`src/htp_pkg.sv`:
```
// Purpose: Shared constants and state types for the humidity/temperature duty outputs
// Assumes: 40 MHz system clock; measurement values arrive in hundredths of a unit
// Notes: Duty is held as a count of high cycles out of one output period
package htp_pkg;
  localparam int CLK_HZ = 40_000_000;
  localparam int MEAS_PERIOD_MS = 1000;
  localparam int MEAS_CYCLES = MEAS_PERIOD_MS * (CLK_HZ / 1000);
  localparam int SEC_W = 26;
  localparam int VAL_W = 16;
  localparam int PWM_PERIOD = 1000;
  localparam int CNT_W = 10;
  localparam int DUTY_W = 11;
  // Value = span * duty - offset, all in hundredths
  localparam int HUM_OFS_CENTI = 600;
  localparam int HUM_SPAN_CENTI = 12500;
  localparam int TEMP_OFS_CENTI = 4685;
  localparam int TEMP_SPAN_CENTI = 17572;

  typedef struct packed {
    logic [CNT_W-1:0] cnt;
    logic [DUTY_W-1:0] active;
    logic [DUTY_W-1:0] pend;
    logic pend_v;
    logic pwm;
  } htp_chan_s;

  typedef struct packed {
    logic [SEC_W-1:0] sec_cnt;
    logic tick;
    logic load;
    logic [DUTY_W-1:0] hum_duty;
    logic [DUTY_W-1:0] temp_duty;
    logic first;
    logic second;
  } htp_top_s;
endpackage

```
`src/htp_pwm_chan.sv`:
```
// Purpose: One duty-cycle output channel with period-aligned update
// Assumes: i_load is a one-cycle pulse carrying a duty in 0..PWM_PERIOD
// Notes: A duty loaded mid-period waits for the next period start
`timescale 1ns/1ps
module htp_pwm_chan (
  input wire logic i_clk,
  input wire logic i_rst_n,
  input wire logic i_load,
  input wire logic [htp_pkg::DUTY_W-1:0] i_duty,
  output logic o_pwm
);
  localparam logic [htp_pkg::CNT_W-1:0] LAST = htp_pkg::CNT_W'(htp_pkg::PWM_PERIOD - 1);
  htp_pkg::htp_chan_s st_r;
  htp_pkg::htp_chan_s st_nxt;
  logic wrap;

  assign wrap = (st_r.cnt == LAST);

  always_comb begin
    st_nxt = st_r;
    if (i_load) begin
      st_nxt.pend = i_duty;
      st_nxt.pend_v = 1'b1;
    end
    st_nxt.cnt = wrap ? '0 : st_r.cnt + 1'b1;
    // Swap duty only at the period boundary
    if (wrap && (st_r.pend_v || i_load)) begin
      st_nxt.active = i_load ? i_duty : st_r.pend;
      st_nxt.pend_v = 1'b0;
    end
    // High while count is under duty: fraction = high time / period
    st_nxt.pwm = ({1'b0, st_nxt.cnt} < st_nxt.active);
  end

  always_ff @(posedge i_clk or negedge i_rst_n) begin
    if (!i_rst_n) begin
      st_r <= '0;
    end else begin
      st_r <= st_nxt;
    end
  end

  assign o_pwm = st_r.pwm;

  // Helper: high cycles seen so far in the current period
  logic [htp_pkg::DUTY_W-1:0] hi_cnt_r;
  always_ff @(posedge i_clk or negedge i_rst_n) begin
    if (!i_rst_n) begin
      hi_cnt_r <= '0;
    end else begin
      hi_cnt_r <= wrap ? '0 : hi_cnt_r + htp_pkg::DUTY_W'(st_r.pwm);
    end
  end

  AST_HIGH_TIME: assert property (@(posedge i_clk) disable iff (!i_rst_n)
    wrap |-> (hi_cnt_r + htp_pkg::DUTY_W'(st_r.pwm) == st_r.active))
    else $error("High time in period differs from duty");
  AST_BOUNDARY_ONLY: assert property (@(posedge i_clk) disable iff (!i_rst_n)
    (st_r.cnt != '0) |-> $stable(st_r.active))
    else $error("Duty changed inside a period");
  COV_PEND_APPLIED: cover property (@(posedge i_clk) disable iff (!i_rst_n)
    st_r.pend_v ##1 !st_r.pend_v);
endmodule

```
`src/htp_pwm_out.sv`:
```
// Purpose: Once-per-second humidity and temperature duty-cycle outputs on two pins
// Assumes: Converter values are valid in the cycle before O_SAMPLE_TICK goes high; swap input is static
// Notes: Duty saturates only at 0 and 1; humidity outside 0..100 percent passes through
// What this block does
// - Every second take fresh humidity and temperature results and update both outputs.
// - Swap high: first pin humidity, second temperature; low: the reverse.
// - Humidity percent equals minus 6 plus 125 times duty fraction.
// - Temperature Celsius equals minus 46.85 plus 175.72 times duty fraction.
// - Duty fraction is high time over period, from zero to one.
// - Humidity is not clamped to 0..100 percent; slight overshoot is expected.
`timescale 1ns/1ps
module htp_pwm_out #(
  parameter int SEC_CYCLES = htp_pkg::MEAS_CYCLES
) (
  input wire logic I_SYS_CLK,
  input wire logic I_RESETN,
  input wire logic i_CHANNEL_SWAP,
  input wire logic signed [htp_pkg::VAL_W-1:0] i_HUM_CENTI,
  input wire logic signed [htp_pkg::VAL_W-1:0] i_TEMP_CENTI,
  output logic o_SAMPLE_TICK,
  output logic o_FIRST_DUTY,
  output logic o_SECOND_DUTY
);
  localparam logic [htp_pkg::SEC_W-1:0] SEC_LAST = htp_pkg::SEC_W'(SEC_CYCLES - 1);
  htp_pkg::htp_top_s st_r;
  htp_pkg::htp_top_s st_nxt;
  logic hum_pwm;
  logic temp_pwm;

  // Saturate only at duty 0 and 1, which the waveform cannot exceed
  function automatic logic [htp_pkg::DUTY_W-1:0] to_duty(
    input logic signed [htp_pkg::VAL_W-1:0] v, input int ofs, input int span);
    int num;
    num = (int'(v) + ofs) * htp_pkg::PWM_PERIOD;
    if (num <= 0) begin
      return '0;
    end
    num = num / span;
    if (num > htp_pkg::PWM_PERIOD) begin
      num = htp_pkg::PWM_PERIOD;
    end
    return htp_pkg::DUTY_W'(num);
  endfunction

  always_comb begin
    st_nxt = st_r;
    st_nxt.tick = 1'b0;
    st_nxt.load = 1'b0;
    // One measurement pair per second
    if (st_r.sec_cnt == SEC_LAST) begin
      st_nxt.sec_cnt = '0;
      st_nxt.tick = 1'b1;
      st_nxt.load = 1'b1;
      // Linear maps, no 0..100 percent clamp
      st_nxt.hum_duty = to_duty(i_HUM_CENTI, htp_pkg::HUM_OFS_CENTI, htp_pkg::HUM_SPAN_CENTI);
      st_nxt.temp_duty = to_duty(i_TEMP_CENTI, htp_pkg::TEMP_OFS_CENTI,
        htp_pkg::TEMP_SPAN_CENTI);
    end else begin
      st_nxt.sec_cnt = st_r.sec_cnt + 1'b1;
    end
    // Pin routing by swap input; relies on it being held firm
    st_nxt.first = i_CHANNEL_SWAP ? hum_pwm : temp_pwm;
    st_nxt.second = i_CHANNEL_SWAP ? temp_pwm : hum_pwm;
  end

  always_ff @(posedge I_SYS_CLK or negedge I_RESETN) begin
    if (!I_RESETN) begin
      st_r <= '0;
    end else begin
      st_r <= st_nxt;
    end
  end

  htp_pwm_chan u_hum (
    .i_clk(I_SYS_CLK),
    .i_rst_n(I_RESETN),
    .i_load(st_r.load),
    .i_duty(st_r.hum_duty),
    .o_pwm(hum_pwm)
  );

  htp_pwm_chan u_temp (
    .i_clk(I_SYS_CLK),
    .i_rst_n(I_RESETN),
    .i_load(st_r.load),
    .i_duty(st_r.temp_duty),
    .o_pwm(temp_pwm)
  );

  assign o_SAMPLE_TICK = st_r.tick;
  assign o_FIRST_DUTY = st_r.first;
  assign o_SECOND_DUTY = st_r.second;

  AST_ONCE_PER_SEC: assert property (@(posedge I_SYS_CLK) disable iff (!I_RESETN)
    (st_r.sec_cnt == SEC_LAST) |=> (o_SAMPLE_TICK && st_r.load && st_r.sec_cnt == '0))
    else $error("Sample tick missing after one second");
  AST_SWAP_ROUTE: assert property (@(posedge I_SYS_CLK) disable iff (!I_RESETN)
    i_CHANNEL_SWAP |=> (o_FIRST_DUTY == $past(hum_pwm) && o_SECOND_DUTY == $past(temp_pwm)))
    else $error("Pin routing wrong for swap high");
  AST_HUM_MAP: assert property (@(posedge I_SYS_CLK) disable iff (!I_RESETN)
    (st_r.sec_cnt == SEC_LAST && int'(i_HUM_CENTI) >= -600 && int'(i_HUM_CENTI) <= 11900)
    |=> (int'(st_r.hum_duty) * 12500 <= (int'($past(i_HUM_CENTI)) + 600) * 1000
      && (int'($past(i_HUM_CENTI)) + 600) * 1000 < (int'(st_r.hum_duty) + 1) * 12500))
    else $error("Humidity duty off the linear map");
  AST_TEMP_MAP: assert property (@(posedge I_SYS_CLK) disable iff (!I_RESETN)
    (st_r.sec_cnt == SEC_LAST && int'(i_TEMP_CENTI) >= -4685 && int'(i_TEMP_CENTI) <= 12887)
    |=> (int'(st_r.temp_duty) * 17572 <= (int'($past(i_TEMP_CENTI)) + 4685) * 1000
      && (int'($past(i_TEMP_CENTI)) + 4685) * 1000 < (int'(st_r.temp_duty) + 1) * 17572))
    else $error("Temperature duty off the linear map");
  AST_NO_HUM_CLAMP: assert property (@(posedge I_SYS_CLK) disable iff (!I_RESETN)
    (st_r.sec_cnt == SEC_LAST && int'(i_HUM_CENTI) >= 10100) |=> (st_r.hum_duty > 11'h350))
    else $error("Humidity above 100 percent was clamped");
  AST_SWAP_ROUTE_LOW: assert property (@(posedge I_SYS_CLK) disable iff (!I_RESETN)
    !i_CHANNEL_SWAP |=> (o_FIRST_DUTY == $past(temp_pwm) && o_SECOND_DUTY == $past(hum_pwm)))
    else $error("Pin routing wrong for swap low");
  // Tick is a single-cycle strobe, so the far side never double-counts a sample
  AST_TICK_ONE_CYCLE: assert property (@(posedge I_SYS_CLK) disable iff (!I_RESETN)
    o_SAMPLE_TICK |=> !o_SAMPLE_TICK)
    else $error("Sample tick longer than one cycle");
  AST_SEC_RANGE: assert property (@(posedge I_SYS_CLK) disable iff (!I_RESETN)
    st_r.sec_cnt <= SEC_LAST)
    else $error("Second counter ran past its end");
  // Duty saturates at the waveform limit only
  AST_DUTY_RANGE: assert property (@(posedge I_SYS_CLK) disable iff (!I_RESETN)
    st_r.hum_duty <= 11'h3e8 && st_r.temp_duty <= 11'h3e8)
    else $error("Duty above full scale");
  // Held duties change only with a fresh sample
  AST_DUTY_HELD: assert property (@(posedge I_SYS_CLK) disable iff (!I_RESETN)
    !st_r.load |-> $stable(st_r.hum_duty) && $stable(st_r.temp_duty))
    else $error("Duty changed without a sample");
  COV_SWAP_LOW_LOAD: cover property (@(posedge I_SYS_CLK) disable iff (!I_RESETN)
    !i_CHANNEL_SWAP && st_r.load);
  COV_SWAP_HIGH_LOAD: cover property (@(posedge I_SYS_CLK) disable iff (!I_RESETN)
    i_CHANNEL_SWAP && st_r.load);
  COV_HUM_OVER_FULL: cover property (@(posedge I_SYS_CLK) disable iff (!I_RESETN)
    st_r.load && st_r.hum_duty > 11'h350);
  COV_FULL_DUTY: cover property (@(posedge I_SYS_CLK) disable iff (!I_RESETN)
    st_r.hum_duty == 11'h3e8);
endmodule

```
`config.mk`:
```
export PLATFORM = sky130hd
export DESIGN_NAME = htp_pwm_out
export DESIGN_NICKNAME = d
export VERILOG_FILES = /design/src/htp_pkg.sv /design/src/htp_pwm_chan.sv /design/src/htp_pwm_out.sv
export SDC_FILE = /design/constraint.sdc
export NUM_CORES = 1
export LEC_CHECK = 0
export ABC_AREA = 1
export CAP_MARGIN = 20
export CELL_PAD_IN_SITES_DETAIL_PLACEMENT = 1
export CELL_PAD_IN_SITES_GLOBAL_PLACEMENT = 1
export CORE_ASPECT_RATIO = 0.5
export CORE_UTILIZATION = 35
export DETAILED_ROUTE_END_ITERATION = 10
export DONT_BUFFER_PORTS = 1
export PLACE_DENSITY = 0.75
export SETUP_SLACK_MARGIN = 0.2
export SYNTH_ARGS = -nofsm -noshare
export SYNTH_HDL_FRONTEND = slang
export SYNTH_HIERARCHICAL = 1
export SYNTH_SLANG_ARGS = --single-unit
```
`constraint.sdc`:
```
create_clock -name I_SYS_CLK -period 3.14 [get_ports I_SYS_CLK]
set_input_delay 0.314 -clock I_SYS_CLK [delete_from_list [all_inputs] [get_ports I_SYS_CLK]]
set_output_delay 0.314 -clock I_SYS_CLK [all_outputs]
set_load 0.02 [all_outputs]
```
==> results of run 1 <==
-- through the flow --
| stage | area (µm²) | instances | utilization [%] |
|---|---|---|---|
| 4_1_cts | 51800 | 8464 | 54.0 |
| 3_5_place_dp | 47200 | 8224 | 49.2 |
| 3_3_place_gp | 47200 | 8224 | 49.2 |
| 2_1_floorplan | 35300 | 5567 | - |
-- cells by family after synthesis --
family	Yosys count	share of synthesized area (%)
xor gates and xnor gates	221	5.73
AOI/OAI and AO/OA	398	7.19
DFF	119	8.74
buffers and inverters	1001	13.1
and+or+nand+nor	3555	52.7
adders and majority gates	273	12.6
-- per-layer routing --
metal,global-route usage (%),overflow
met5,38.8,0
met4,75.9,67
met3,64.0,5
met2,91.8,76
met1,71.3,0
-- synth_stat cells (53+ instances only) --
cell type / count / area share, %
a21oi_1: 131 / 1.9
dfrtp_1: 119 / 8.7
fa_1: 115 / 6.8
ha_1: 158 / 5.8
inv_1: 761 / 8.4
inv_2: 119 / 1.3
nand2_1: 1585 / 17
nand2_2: 333 / 6.1
nand2_4: 161 / 5.3
nand3_1: 494 / 7.3
nand3_2: 56 / 1.6
nand4_1: 185 / 3.4
nor2_1: 457 / 5.0
nor2_2: 79 / 1.5
nor3_1: 53 / 0.78
o21ai_0: 111 / 1.6
xor2_1: 178 / 4.6
-- what timing repair did --
item | CTS
setup buffers | 188
endpoints found under the setup margin | 22
pin swaps | 313
hold buffers | 1
cloned | 20
hold endpoints to repair | 121
resized for setup | 601
==> summary.md, run 1 <==
| Metric | Value |
|---|---|
| Status | stopped before the end |
| Last stage | 5_1_grt |
| First Error | [ERROR GRT-0232] Routing congestion too high. Check the congestion heatmap in the GUI. |
| GRT Resource Usage Total | 75.1% |
| Mapped Avg Cell Area | just over 6 µm² |
| CTS Buf Count | 17 |
| Largest net degree at the start of global routing | 120 |
| Worst EP post-GRT repair | st_r[8]$_DFFE_PN0P_/D |
| Row count | 80 |
| Sequential cell area fraction in the yosys report | 8.74% |
| Number of synthesized flops with an enable pin | 0 |
| Mapped cell area | 34,100 µm² |
| Io pins | 38 |
| CTS sink cnt | 119 |
| Syn nets | 5,875 |
| Worst EP kind | register input |
| Max Buffers Root-to-Sink | 2 |
| Synth unique cells | 75 |
| Number of buffers added on ports | 0 |
| Gpl congestion | 0.970 |
| Cells after synthesis | between 5,000 and 6,000 |
| Die width | 443 µm |
| YS warnings | 6 |
| CTS root buffer | clkbuf_16 |
| H-tree levels | 4 |
| Top_reg_cell synth | dfrtp_1 |
| Flip-flop and latch count after synthesis | 119 |
| Placement-stage worst setup slack | -17.27 ns |
| Initial antenna violation count | 29 |
| Share of flip-flops with an asynchronous set or reset | 100% |
| Starting Density | 35.5% |
| Die height | 223 µm |
| HPWL Detailed | ~120,000 µm |
| Remaining global-route overflow | 148 |
==> inputs of run 2 (changes only) <==
--- a/config.mk
+++ b/config.mk
@@ -7,14 +7,10 @@
 export LEC_CHECK = 0
 export ABC_AREA = 1
 export CAP_MARGIN = 20
-export CELL_PAD_IN_SITES_DETAIL_PLACEMENT = 1
-export CELL_PAD_IN_SITES_GLOBAL_PLACEMENT = 1
-export CORE_ASPECT_RATIO = 0.5
-export CORE_UTILIZATION = 35
+export CORE_UTILIZATION = 20
 export DETAILED_ROUTE_END_ITERATION = 10
 export DONT_BUFFER_PORTS = 1
-export PLACE_DENSITY = 0.75
-export SETUP_SLACK_MARGIN = 0.2
+export PLACE_DENSITY_LB_ADDON = 0.15
 export SYNTH_ARGS = -nofsm -noshare
 export SYNTH_HDL_FRONTEND = slang
 export SYNTH_HIERARCHICAL = 1
==> summary.md, run 2 <==
| Metric | Value |
|---|---|
| Status | finished, violations left |
| Failing checks | DRC, setup timing |
| Commonest non-fill, non-tap cell in the layout | buf_4 |
| CTS root buffer | clkbuf_16 |
| Endpoints failing setup | 21 |
| Unrepaired setup endpoints after global routing | true |
| Placed Area | 48,900 µm² (+3.6%) |
| Die area | around 170,000 µm² |
| GRT Resource Usage Total | 14.2% |
| Number of buffers added on ports | 0 (unchanged) |
| Setup Skew | 0.0103 ns |
| Crit end category | flip-flop |
| Reg with most FFs | st_r |
| Fin worst setup slack | -15.17 ns |
| Tmin final | 18.31 ns |
| Finished Layout Cells | 9,558 |
| Crit-path max FO | 20 |
| Share of flip-flops with an asynchronous set or reset | 100% (unchanged) |
| Post-route DRC | 2 |
| Most instantiated cells after synthesis | 1,585 x nand2_1, 761 x inv_1, 494 x nand3_1 |
| Top_reg_cell synth | dfrtp_1 |
| Clk Latency, worst-skew pair | 0.43 ns |
| Most area-consuming cells after synthesis | nand2_1 17%, dfrtp_1 8.7%, inv_1 8.4% |
| CP bufs+invs | 30 |
| Gpl congestion | 0.870 (-10%) |
| Count leader, synth | nand2_1 |
| Critical path class | in -> reg |
| Post-synth top area share | 17.5% (unchanged) |
| Flip-flop and latch count after synthesis | 119 (unchanged) |
| Final Hold Fails | 0 |
| Slowest stage cell, crit path | fa_1 |
| Fmax | 54.6 MHz |
| Commonest cells after routing, fill and taps aside | 1,649 x buf_4, 1,310 x nand2_1, 691 x inv_1, 496 x nand2_2, 370 x nand3_1 |
| CP Depth | 149 |
| CP top delay family | simple AND/OR/NAND/NOR gates |
| Top Registers | st_r x49, u_hum/st_r x33, u_temp/st_r x33 |
| Row count | 151 (+89%) |
| DR vias/cell | 4.17 |
| CP arrival | 18.63 ns |
| Core Region | 169,000 µm² |
| Critical Path Source Type | primary input |
| Mapped cell area | 34,100 µm² (unchanged) |
| Die height | 415 µm (+86%) |
| Io pins | 38 (unchanged) |
| Global-route wire length before repair | 202,000 µm |
| Mapped Avg Cell Area | 6.12 µm² (unchanged) |
| Tightest Pin Transition | about 1 ns |
| H-tree levels | 4 (unchanged) |
| HPWL Detailed | 105,000 µm (-12%) |
| Max-slew headroom | 32.8% |
| Post-route ant nets | 0 |
| Syn-to-layout area delta | 64.0% |
| Max-cap violation count | 0 |
| Hold Crit Class | in -> reg |
| # diodes | 0 |
| Nets | 7,635 |
| Number of global-route vias before repair | 39,543 |
| Syn nets | 5,875 (unchanged) |
| Cell area after layout | 55,900 µm² |
| R2R cell count | 8 |
| Max FFs per register | just under 50 |
| Initial antenna violation count | 0 |
| Placed cells | 9,241 (+12%) |
| Max Buffers Root-to-Sink | 2 (unchanged) |
| Starting Density | 20.1% (-15 points) |
| Fillers | 18,682 |
| Routed WL | 125,000 µm |
| Final-report max-slew violation count | 0 |
| CTS Buf Count | 17 (unchanged) |
| Vias post-DR | 39,842 |
| Share of layout cells above drive strength 1 | a little under 50% |
| CP max stage delay | 0.52 ns |
| CP Data Required Time | between 3 and 4 ns |
| CTS tree | built |
| Hold slack | between 0.04 and 0.05 ns |
| Sequential cell area fraction in the yosys report | 8.74% (unchanged) |
| Worst-path clk slew | roughly 0.06 ns |
| Largest net degree at the start of global routing | 120 |
| YS warnings | 6 (unchanged) |
| Remaining global-route overflow | 0 |
| Drt first pass iters | 10 |
| Cells after synthesis | 5,567 (unchanged) |
| Number of synthesized flops with an enable pin | 0 (unchanged) |
| Largest area contributor in the netlist | nand2_1 |
| Drt wl/cell | 13.1 µm |
| Worst Hold Depth | 2 |
| Number of DRC markers in iteration 0 | 1,612 |
| Die width | 415 µm (-6.4%) |
| CTS sink cnt | 119 (unchanged) |
| Period Utilization, post-route | 583% |
| Synth unique cells | 75 (unchanged) |
==> run 2: cell counts after synthesis <==
Identical to the previous run, type by type.
==> run 2: layout make-up <==
class	instances	area, µm²	share of cell area [%]
well taps	2218	2780	4.97
inverters	912	3580	6.41
repair buffers	1800	14500	25.9
flip-flops and latches	119	2980	5.33
multi-input cells	4477	31500	56.3
clock buffers	20	467	0.835
clock inverters	12	140	0.251
==> run 2: timing repair <==
action	CTS	global route
pin swaps	177	271
hold buffers	3	0
resized for setup	432	555
setup buffers	139	101
cloned	24	18
hold endpoints to repair	121	0
setup endpoints to repair	21	21
==> run 2: cells by family after synthesis <==
kind of cell / Yosys count / share of synthesized area (%)
compound gates: 398 / 7.19
xor+xnor: 221 / 5.73
fa+ha+maj: 273 / 12.6
buf+inv: 1001 / 13.1
flops: 119 / 8.74
simple gates: 3555 / 52.7
==> run 2: layer usage <==
metal  GRT usage (%)  vias to the layer above  share of wire, %  wire (µm)
met5               0                        -                 0          0
met4            1.95                        0               1.2       1480
met1            18.5                    18360                47      58300
li1                -                    21116                 -          -
met3           0.577                       79               1.3       1620
met2            26.1                      287                51      63700
==> run 2: stage by stage <==
step | util, % | setup TNS [ns] | setup WS, ns
final | 33.0 | -305.90 | -15.17
after global routing | 33.0 | -338.40 | -16.49
after CTS | 31.1 | -313.05 | -15.80
after detailed placement | 28.9 | -341.28 | -16.89
after global placement | 28.9 | -341.99 | -16.93
after floorplan | - | -294.69 | -14.44
==> run 2: worst paths after layout <==
path,startpoint,to,slack [ns]
max,i_TEMP_CENTI[0],st_r[10]$_DFFE_PN0P_,-15.17
min,i_CHANNEL_SWAP,o_FIRST_DUTY$_DFF_PN0_,0.04
max reg2reg,st_r[41]$_DFF_PN0_,st_r[17]$_DFFE_PN0P_,0.28
min reg2reg,st_r[26]$_DFF_PN0_,st_r[26]$_DFF_PN0_,0.46
max in group asynchronous,I_RESETN,u_temp/st_r[5]$_DFFE_PN0P_,2.10
min in group asynchronous,I_RESETN,o_SECOND_DUTY$_DFF_PN0_,0.45
Power of run 2 is left out: the tool's default activity adds up to more than one toggle a clock period on the data nets, which glitch-free logic cannot reach.
